===== config.mk =====
export PLATFORM = sky130hd
export DESIGN_NAME = ttr_i2c_target
export DESIGN_NICKNAME = d
export VERILOG_FILES = /design/src/verilog/ttr_pkg.sv /design/src/verilog/ttr_reg_byte.sv /design/src/verilog/ttr_i2c_target.sv
export SDC_FILE = /design/constraint.sdc
export NUM_CORES = 1
export LEC_CHECK = 0
export ABC_AREA = 0
export BUFFER_PORTS_ARGS = -buffer_cell sky130_fd_sc_hd__buf_2
export CAP_MARGIN = 20
export CORE_UTILIZATION = 40
export CTS_BUF_LIST = sky130_fd_sc_hd__clkbuf_2
export DETAILED_ROUTE_END_ITERATION = 16
export PLACE_DENSITY = 0.67
export SYNTH_ARGS = -nofsm -noshare
export SYNTH_HDL_FRONTEND = slang
export SYNTH_SLANG_ARGS = --single-unit

===== constraint.sdc =====
create_clock -name clk -period 2.1 [get_ports clk]
set_clock_uncertainty 0.05 [all_clocks]
set_input_delay 0.42 -clock clk [delete_from_list [all_inputs] [get_ports clk]]
set_output_delay 0.42 -clock clk [all_outputs]
set_load 0.01 [all_outputs]

===== src/verilog/ttr_pkg.sv =====
// constants and register-space layout for the i2c target register port
// Function
// - device acknowledges its own address for both reads and writes
// - device acknowledges sub-address and loads it into the pointer
// - device stores and acknowledges each data byte; more bytes may follow
// - read starts at 00h or one past the last register read
// - after a pointer write, read starts at that sub-address
// - device waits for ack or nack after each byte it sends
// - pointer advances after each read byte, before its ack bit; on ack the next byte is sent
// - address plus one sub-address byte then stop only sets the pointer
// - reads continue through consecutive registers until controller stops
// - readable fields return their value; writable fields take written value
// - set-type fields: one sets, zero leaves unchanged
// - clear-type fields: one clears, zero leaves unchanged
// - hardware-updated fields change without writes; reads show live value
// - no-access fields read as zero and ignore writes
package ttr_pkg;
  localparam int          NREG      = 4;
  localparam int          BYTE_W    = 8;
  localparam int          ADDR_W    = 7;
  localparam logic [2:0]  LAST_BIT  = 3'h7;
  localparam logic [7:0]  PTR_RST   = 8'h00;
  localparam logic [7:0]  PTR_STEP  = 8'h01;
  localparam logic [7:0]  BYTE_ZERO = 8'h00;

  // per-register reset values and access masks, index is the sub-address
  localparam logic [7:0] RST_VAL  [NREG] = '{8'h01, 8'h00, 8'h00, 8'h00};
  localparam logic [7:0] RD_MASK  [NREG] = '{8'hFF, 8'hFF, 8'hFF, 8'h0F};
  localparam logic [7:0] WR_MASK  [NREG] = '{8'hFF, 8'hFF, 8'h00, 8'h00};
  localparam logic [7:0] SET_MASK [NREG] = '{8'h00, 8'h00, 8'hFF, 8'h00};
  localparam logic [7:0] CLR_MASK [NREG] = '{8'h00, 8'h00, 8'h00, 8'h0F};
  localparam logic [7:0] UPD_MASK [NREG] = '{8'h00, 8'hF0, 8'h00, 8'h0F};

  typedef enum logic [2:0] {
    TTR_IDLE  = 3'h0,
    TTR_ADDR  = 3'h1,
    TTR_ACK   = 3'h3,
    TTR_SUB   = 3'h2,
    TTR_WDATA = 3'h6,
    TTR_RDATA = 3'h7,
    TTR_RACK  = 3'h5
  } ttr_state_e;
endpackage


===== src/verilog/ttr_reg_byte.sv =====
// one byte of the register space with per-bit access types
`timescale 1ns/100ps
module ttr_reg_byte #(
  parameter logic [7:0] RST = 8'h00,
  parameter logic [7:0] WRM = 8'h00,
  parameter logic [7:0] SETM = 8'h00,
  parameter logic [7:0] CLRM = 8'h00,
  parameter logic [7:0] UPDM = 8'h00
) (
  // clock and reset
  input  wire logic       clk,
  input  wire logic       sys_rst,
  // software write strobe
  input  wire logic       wr_en,
  input  wire logic [7:0] wr_data,
  // hardware update
  input  wire logic [7:0] hw_en,
  input  wire logic [7:0] hw_val,
  // contents
  output logic      [7:0] q
);
  logic [7:0] q_d;

  always_comb
  begin
    q_d = q;
    if (wr_en)
    begin
      q_d = (q_d & ~WRM) | (wr_data & WRM);
      q_d = q_d | (wr_data & SETM);
      q_d = q_d & ~(wr_data & CLRM);
    end
    // hardware update wins over a same-cycle software clear
    q_d = (q_d & ~(hw_en & UPDM)) | (hw_val & hw_en & UPDM);
  end

  always_ff @(posedge clk)
  begin
    if (sys_rst)
      q <= RST;
    else
      q <= q_d;
  end

  localparam logic [7:0] FIXM = ~(WRM | SETM | CLRM | UPDM);
endmodule


===== src/verilog/ttr_i2c_target.sv =====
// i2c target: sub-address pointer, byte writes and reads of register space
`timescale 1ns/100ps
module ttr_i2c_target (
  // clock and reset
  input  wire logic                clk,
  input  wire logic                sys_rst,
  // own 7-bit target address, from address-select straps
  input  wire logic [6:0]          dev_addr,
  // i2c bus, open drain data
  input  wire logic                scl_i,
  input  wire logic                sda_i,
  output logic                     sda_o,
  output logic                     sda_oe,
  // hardware update of register fields
  input  wire logic [3:0][7:0]     hw_en,
  input  wire logic [3:0][7:0]     hw_val,
  // register contents to the device core
  output logic      [3:0][7:0]     reg_q
);
  ttr_pkg::ttr_state_e st_q;
  ttr_pkg::ttr_state_e nxt_q;
  logic       scl_q;
  logic       sda_q;
  logic [2:0] cnt_q;
  logic [7:0] shift_q;
  logic [7:0] ptr_q;
  logic [7:0] wr_addr_q;
  logic [7:0] wr_data_q;
  logic       wr_stb_q;
  logic       rw_q;
  logic       ack_drv_q;
  logic       rack_ok_q;
  logic       sda_oe_q;
  logic       sda_o_q;

  wire scl_rise = scl_i & ~scl_q;
  wire scl_fall = ~scl_i & scl_q;
  wire bus_start = scl_i & scl_q & sda_q & ~sda_i;
  wire bus_stop = scl_i & scl_q & ~sda_q & sda_i;
  wire last_bit = (cnt_q == ttr_pkg::LAST_BIT);
  wire [7:0] in_byte = {shift_q[6:0], sda_i};
  // readable view of one register; out-of-range and no-access bits read 0
  function automatic logic [7:0] rd_sel(input logic [7:0] idx,
                                        input logic [3:0][7:0] r);
    logic [7:0] v;
    v = ttr_pkg::BYTE_ZERO;
    for (int i = 0; i < ttr_pkg::NREG; i++)
      if (idx == 8'(i))
        v = r[i] & ttr_pkg::RD_MASK[i];
    return v;
  endfunction
  wire [7:0] rd_byte = rd_sel(ptr_q, reg_q);

  always_ff @(posedge clk)
  begin
    if (sys_rst)
    begin
      scl_q <= 1'b1;
      sda_q <= 1'b1;
    end
    else
    begin
      scl_q <= scl_i;
      sda_q <= sda_i;
    end
    sda_o_q <= 1'b0;
  end

  // protocol sequencer
  always_ff @(posedge clk)
  begin
    if (sys_rst)
    begin
      st_q      <= ttr_pkg::TTR_IDLE;
      nxt_q     <= ttr_pkg::TTR_IDLE;
      cnt_q     <= 3'h0;
      shift_q   <= ttr_pkg::BYTE_ZERO;
      rw_q      <= 1'b0;
      ack_drv_q <= 1'b0;
      rack_ok_q <= 1'b0;
      sda_oe_q  <= 1'b0;
    end
    else if (bus_stop)
    begin
      st_q      <= ttr_pkg::TTR_IDLE;
      sda_oe_q  <= 1'b0;
      ack_drv_q <= 1'b0;
    end
    else if (bus_start)
    begin
      st_q      <= ttr_pkg::TTR_ADDR;
      cnt_q     <= 3'h0;
      ack_drv_q <= 1'b0;
      sda_oe_q  <= 1'b0;
    end
    else
    begin
      case (st_q)
        ttr_pkg::TTR_ADDR, ttr_pkg::TTR_SUB, ttr_pkg::TTR_WDATA:
        begin
          if (scl_rise)
          begin
            shift_q <= in_byte;
            cnt_q   <= cnt_q + 3'h1;
            if (last_bit)
            begin
              st_q <= ttr_pkg::TTR_ACK;
              if (st_q == ttr_pkg::TTR_ADDR)
              begin
                // upper seven bits address, lsb direction
                rw_q  <= sda_i;
                nxt_q <= sda_i ? ttr_pkg::TTR_RDATA : ttr_pkg::TTR_SUB;
                if (in_byte[7:1] != dev_addr)
                  st_q <= ttr_pkg::TTR_IDLE;
              end
              else
                nxt_q <= ttr_pkg::TTR_WDATA;
            end
          end
        end
        ttr_pkg::TTR_ACK:
        begin
          if (scl_fall)
          begin
            if (!ack_drv_q)
            begin
              ack_drv_q <= 1'b1;
              sda_oe_q  <= 1'b1;
            end
            else
            begin
              ack_drv_q <= 1'b0;
              st_q      <= nxt_q;
              cnt_q     <= 3'h0;
              if (nxt_q == ttr_pkg::TTR_RDATA)
              begin
                sda_oe_q <= ~rd_byte[7];
                shift_q  <= {rd_byte[6:0], 1'b0};
              end
              else
                sda_oe_q <= 1'b0;
            end
          end
        end
        ttr_pkg::TTR_RDATA:
        begin
          if (scl_rise)
          begin
            cnt_q <= cnt_q + 3'h1;
            if (last_bit)
            begin
              st_q      <= ttr_pkg::TTR_RACK;
              rack_ok_q <= 1'b0;
            end
          end
          else if (scl_fall)
          begin
            sda_oe_q <= ~shift_q[7];
            shift_q  <= {shift_q[6:0], 1'b0};
          end
        end
        ttr_pkg::TTR_RACK:
        begin
          if (scl_fall && !rack_ok_q)
            sda_oe_q <= 1'b0;
          else if (scl_fall)
          begin
            st_q     <= ttr_pkg::TTR_RDATA;
            cnt_q    <= 3'h0;
            sda_oe_q <= ~rd_byte[7];
            shift_q  <= {rd_byte[6:0], 1'b0};
          end
          if (scl_rise)
          begin
            if (sda_i)
              st_q <= ttr_pkg::TTR_IDLE;
            else
              rack_ok_q <= 1'b1;
          end
        end
        default:
          sda_oe_q <= 1'b0;
      endcase
    end
  end

  // pointer kept across transfers: a lone pointer write sets read start
  always_ff @(posedge clk)
  begin
    if (sys_rst)
      ptr_q <= ttr_pkg::PTR_RST;
    else if (!bus_start && !bus_stop && scl_rise && last_bit)
    begin
      if (st_q == ttr_pkg::TTR_SUB)
        ptr_q <= in_byte;
      else if (st_q == ttr_pkg::TTR_WDATA)
        ptr_q <= ptr_q + ttr_pkg::PTR_STEP;
      else if (st_q == ttr_pkg::TTR_RDATA)
        ptr_q <= ptr_q + ttr_pkg::PTR_STEP;
    end
  end

  // write strobe to the register space
  always_ff @(posedge clk)
  begin
    if (sys_rst)
    begin
      wr_stb_q  <= 1'b0;
      wr_addr_q <= ttr_pkg::PTR_RST;
      wr_data_q <= ttr_pkg::BYTE_ZERO;
    end
    else
    begin
      wr_stb_q <= !bus_start && !bus_stop && scl_rise && last_bit
                  && (st_q == ttr_pkg::TTR_WDATA);
      wr_addr_q <= ptr_q;
      wr_data_q <= in_byte;
    end
  end

  assign sda_oe = sda_oe_q;
  assign sda_o  = sda_o_q;

  for (genvar g = 0; g < ttr_pkg::NREG; g++)
  begin : g_reg
    ttr_reg_byte #(
      .RST  (ttr_pkg::RST_VAL[g]),
      .WRM  (ttr_pkg::WR_MASK[g]),
      .SETM (ttr_pkg::SET_MASK[g]),
      .CLRM (ttr_pkg::CLR_MASK[g]),
      .UPDM (ttr_pkg::UPD_MASK[g])
    ) u_byte (
      .clk     (clk),
      .sys_rst (sys_rst),
      .wr_en   (wr_stb_q && (wr_addr_q == 8'(g))),
      .wr_data (wr_data_q),
      .hw_en   (hw_en[g]),
      .hw_val  (hw_val[g]),
      .q       (reg_q[g])
    );
  end

  // checks
  wire quiet = !bus_start && !bus_stop;
endmodule


# Word-level counts from Yosys, hierarchy flattened
# Index checks and enable logic that the tools add are counted.
# classes
addsub	2
eq_ne	38
muxes	55
bitwise	27
reduce_logical	32
# op_table
op	n
$mux 8	17
$mux 3	18
$and 8x8->8	4
$eq 8x2->1 const B	4
$pmux 8 s4	1
$reduce_and 7->1	4
$ne 3x3->1 const B	9
$ne 2x2->1 const B	13
$eq 8x1->1 const B	2
$logic_not 8->1	2
$not 4->8	2
$or 8x8->8	2
$eq 3x3->1 const B	5
$mux 1	13
$pmux 3 s4	1
$reduce_and 11->1	1
$reduce_and 5->1	2
$logic_and 1x1->1	9
$not 1->1	9
$pmux 3 s3	1
$add 8x1->8 const B	1
$not 8->8	1
$or 8x4->8	1
$reduce_bool 4->1	2
18 further kinds	30
# totals
register_bits	79
in_bits	75
output_inout_bits	34

# Depth between registers and ports, before layout
# logic_depth
depth_word	10
depth_mapped	8
ltp_nobuf	7

# Hierarchy
# A second synthesis with hierarchy kept.
# hier_totals
cells_unflattened	442
area_unflattened_um2	3794.9
# modules_own_cells
module	n_inst	cells_each	area_per_inst_um2
ttr_i2c_target	1	331	2723.9
ttr_reg_byte at g_reg[1].u_byte	1	34	340.3
ttr_reg_byte at g_reg[0].u_byte	1	26	290.3
ttr_reg_byte at g_reg[2].u_byte	1	26	246.5
ttr_reg_byte at g_reg[3].u_byte	1	25	193.9

# Worst setup path before layout
# OpenSTA, ideal clock, no wires.
# synth_path
path_type	input-to-reg
start	input scl_i
end	register shift_q[7]
setup_time_ns	0.130
arrival_time_ns	1.549
required_time_ns	1.920
setup_slack_ns	0.371
cell_stages	7
path_cell_list	buf_4 > and2_1 > a32oi_2 > o311ai_4 > buf_6 > a211oi_1 > nor3_2
# synth_via
elab_chain_cells	5
elab_cells_between_ends	18
cone_classes	eq/ne: 6; bitwise: 10; reduce/logical: 2
# synth_lines
element	line	text
start: declaration	ttr_i2c_target.sv:10	input wire logic scl_i,
$not 1->1 or $and 1x1->1 (tied branches)	ttr_i2c_target.sv:37, ttr_i2c_target.sv:38, ttr_i2c_target.sv:39	
$and 1x1->1, on equally long branches	ttr_i2c_target.sv:37, ttr_i2c_target.sv:38, ttr_i2c_target.sv:39	
$logic_and 1x1->1, or another cell as far along	ttr_i2c_target.sv:164	if (scl_fall && !rack_ok_q)
$ne 2x2->1 (no source line) or $not 1->1 (tied branches)	n/a	
$reduce_and 11->1 (no source line) (*)	n/a	
end signal: assignment	ttr_i2c_target.sv:77	shift_q <= ttr_pkg::BYTE_ZERO;
end signal: assignment	ttr_i2c_target.sv:159	shift_q <= {shift_q[6:0], 1'b0};
end signal: assignment	ttr_i2c_target.sv:171	shift_q <= {rd_byte[6:0], 1'b0};
end: declaration	ttr_i2c_target.sv:25	logic [7:0] shift_q;
# Every way passes the cells marked *; elsewhere a longest branch is shown, timed or not.
# A chain may end at the register's enable or synchronous reset.

# Worst setup path in the final report
# layout_path
start	register cnt_q[0]
end	register st_q[0]
# layout_via
elab_chain_cells	3
elab_cells_between_ends	4
cone_classes	eq/ne: 3; reduce/logical: 1
# layout_lines
element	line	text
start: declaration	ttr_i2c_target.sv:24	logic [2:0] cnt_q;
start signal: assignment	ttr_i2c_target.sv:104	cnt_q <= cnt_q + 3'h1;
start signal: assignment	ttr_i2c_target.sv:149	cnt_q <= cnt_q + 3'h1;
$eq 3x3->1 (*)	ttr_i2c_target.sv:40	wire last_bit = (cnt_q == ttr_pkg::LAST_BIT);
$ne 3x3->1 (no source line)	n/a	
$reduce_and 7->1 (no source line) (*)	n/a	
end signal: assignment	ttr_i2c_target.sv:74	st_q <= ttr_pkg::TTR_IDLE;
end signal: assignment	ttr_i2c_target.sv:85	st_q <= ttr_pkg::TTR_IDLE;
end signal: assignment	ttr_i2c_target.sv:91	st_q <= ttr_pkg::TTR_ADDR;
end: declaration	ttr_i2c_target.sv:20	ttr_pkg::ttr_state_e st_q;
# Marks and branches as above.

==> metrics.md <==
| Metric | Value |
|---|---|
| Power Density | 570.6 mW/mm2 |
| Maximum vdd drop | 0.0003479 V |
| Drt wl/cell | 15.17 um |
| Global-route wire length before repair | 16.86 mm |
| Post-Layout Cell Count | 670 |
| Count of yosys warnings during synthesis | 0 |
| Core area | 0.009328 mm2 |
| Die height | 100.7 um |
| Status | finished clean |
| Fin util | 50.09% |
| Arrival time at the worst endpoint | 2400 ps |
| Req. time, crit path | 2500 ps |
| H-tree lvl count | 3 |
| Dpl hpwl | 7.455 mm |
| Layout cell share with drive strength beyond 1 | 26.43% |
| Hold_ws | 52.86 ps |
| Root Buffer | clkbuf_2 |
| WS Path Type | flip-flop to flip-flop |
| Vias in the first global route | 3,470 |
| Min-delay worst type | primary input to flip-flop |
| # rows | 35 |
| Setup-failing EPs final | 0 |
| Mapped cell area | 0.003894 mm2 |
| CP max stage cell | dfxtp_1 |
| CTS Buf Count | 9 |
| RD Place Congestion | 0.9284 |
| Ys flop type | dfxtp_1 |
| Nets | 617 |
| Final WS setup | 100.9 ps |
| Total wire length | 10.16 mm |
| Flop pwr share | 55.8% |
| Register area share after synthesis | 38.56% |
| Leakage | 1.844 nW |
| Worst setup SP type | flip-flop |
| Slew headroom | 63.95% |
| Comb power frac | 9.1% |
| PortBufs | 55 |
| Cells after Synth | 455 |
| Mean area per synthesized cell | 8.558 um2 |
| Switching Share | 26.21% |
| Asr flop ratio synth | 0% |
| DRC | 0 |
| Dpl cell area | 0.004468 mm2 |
| Post-Place Setup Slack | 59.68 ps |
| Clk_lat worst skew | 520 ps |
| Max-cap check violation count | 0 |
| CP endpoint kind | flip-flop |
| Synth area leader | dfxtp_1 |
| Fin crit period | 1999 ps |
| Drt initial violations | 185 |
| Fin area | 0.004672 mm2 |
| Fillcell total | 899 |
| Area Overhead vs Synth | 19.99% |
| Internal | 1.967 mW |
| Cell Chain, Critical Path | ha_1 > ha_1 > nand3b_1 > nand3_1 > and4b_2 > buf_4 > a21o_1 > a221oi_2 |
| Slew Limit Fails | 0 |
| Antenna diode count | 0 |
| Library cells used by synthesis | 63 |
| Number of detailed-route iterations in the first pass | 4 |
| Die W | 100.7 um |
| Clk sinks | 75 |
| Synth top area share | 38.56% |
| Most common cell in the netlist | dfxtp_1 |
| Clock power frac | 35.1% |
| Most frequent CP cell | ha_1 |
| Initial core utilization | 41.74% |
| Post-route clock period utilization | 95.20% |
| Total Power | 2.666 mW |
| Worst Max-Slew Pin Slew | 539.5 ps |
| Synth cell count leaders | 75 x dfxtp_1, 57 x nor2_1, 42 x a21oi_1, 32 x nand2_1, 27 x nor2b_1 |
| CTS tree | built |
| Clock slew seen by the registers of the worst setup and hold paths | 220 ps |
| Clock Path Buffers | 2 |
| Fmax | 500.2 MHz |
| Unrepaired setup endpoints after global routing | no |
| Top Ports | 109 |
| Routed Antenna Nets | 0 |
| GRT overflow | 0 |
| Largest net degree at the start of global routing | 51 |
| Setup Buffers After CTS | 0 |
| NetSw | 0.6987 mW |
| Initial antenna violation count | 0 |
| Cells after DPL | 648 |
| Largest cells by area after synthesis | dfxtp_1 39%, nor2_1 5.5%, a21oi_1 5.4% |
| Flops & latches, synth | 75 |
| EDFF count, synth | 0 |
| Final Hold Vio Count | 0 |
| Routed vias/inst | 5.351 |
| Global Route Usage Sum | 21.49% |
| Die area | 0.01013 mm2 |
| Fin Setup TNS | 0 ps |
| Max FO, Critical Path | 5 |
| Vias | 3,585 |
| CP peak stage delay | 370 ps |
==> timing repair <==
item | 4_1_cts | 5_1_grt
resized for setup | 0 | 4
hold endpoints to repair | 0 | 3
hold buffers | 0 | 6
setup endpoints to repair | 0 | 9
==> layout make-up <==
type                       count  area (um2)  area share (%)
sequential                    75        1505           32.22
clock inverter                 6       88.84           1.901
timing repair buffer          98       638.1           13.66
multi-input combinational    334        2161           46.25
tap                          129       161.4           3.455
clock buffer                  10       50.05           1.071
inverter                      18       67.56           1.446
==> metal layers <==
metal  global-route usage (%)  share of wire [%]  up-vias
li1                         -                  -     1749
met1                    25.71                 43     1703
met2                    36.93                 50      112
met3                    5.132                5.1       21
met4                    8.807                2.4        0
met5                        0                  0        -
==> power groups by stage <==
stage	logic [mW]	registers, mW	clock network, mW
final	0.244	1.49	0.935
after global routing	0.269	1.49	1.02
after CTS	0.236	1.49	0.957
after detailed placement	0.235	1.51	0
after global placement	0.229	1.51	0
after floorplan	0.149	1.51	0
==> final timing paths <==
| kind | startpoint | cells past startpoint | end | slack, ps |
|---|---|---|---|---|
| min reg2reg | cnt_q[2] | 2 | cnt_q[2] | 440 |
| max | cnt_q[0] | 8 | st_q[0] | 100 |
| max reg2reg | cnt_q[0] | 8 | st_q[0] | 100 |
| min | hw_val[26] | 3 | flip-flop | 50 |
==> kinds of logic (layout without fill, tap and decap cells) <==
| group | Yosys count | count (layout) | synth area share, % |
|---|---|---|---|
| flops | 75 | 75 | 38.56 |
| fa+ha+maj | 6 | 6 | 1.928 |
| buf+inv | 50 | 132 | 6.490 |
| compound gates | 110 | 110 | 19.89 |
| mux | 15 | 15 | 3.856 |
| simple gates | 188 | 188 | 26.93 |
| other cells | 1 | 5 | 0.09631 |
| xor+xnor | 10 | 10 | 2.250 |
==> cell usage in the layout (no fill, tap or decap), types with 10 or more instances in the layout <==
master / instances
a211oi_1: 10
a21oi_1: 42
buf_2: 55
buf_4: 35
clkbuf_2: 10
dfxtp_1: 72
inv_1: 18
mux2i_1: 15
nand2_1: 32
nand3b_1: 10
nor2_1: 57
nor2b_1: 27
nor3_1: 10
o21ai_0: 14
==> worst max-delay path, delay by kind of cell, from the launching register on <==
kind / cells / cell delay (ps)
simple gates: 3 / 570
buf+inv: 1 / 160
compound gates: 2 / 370
fa+ha+maj: 2 / 430
flops: 1 / 370
Power figures use the tool's default switching activity.
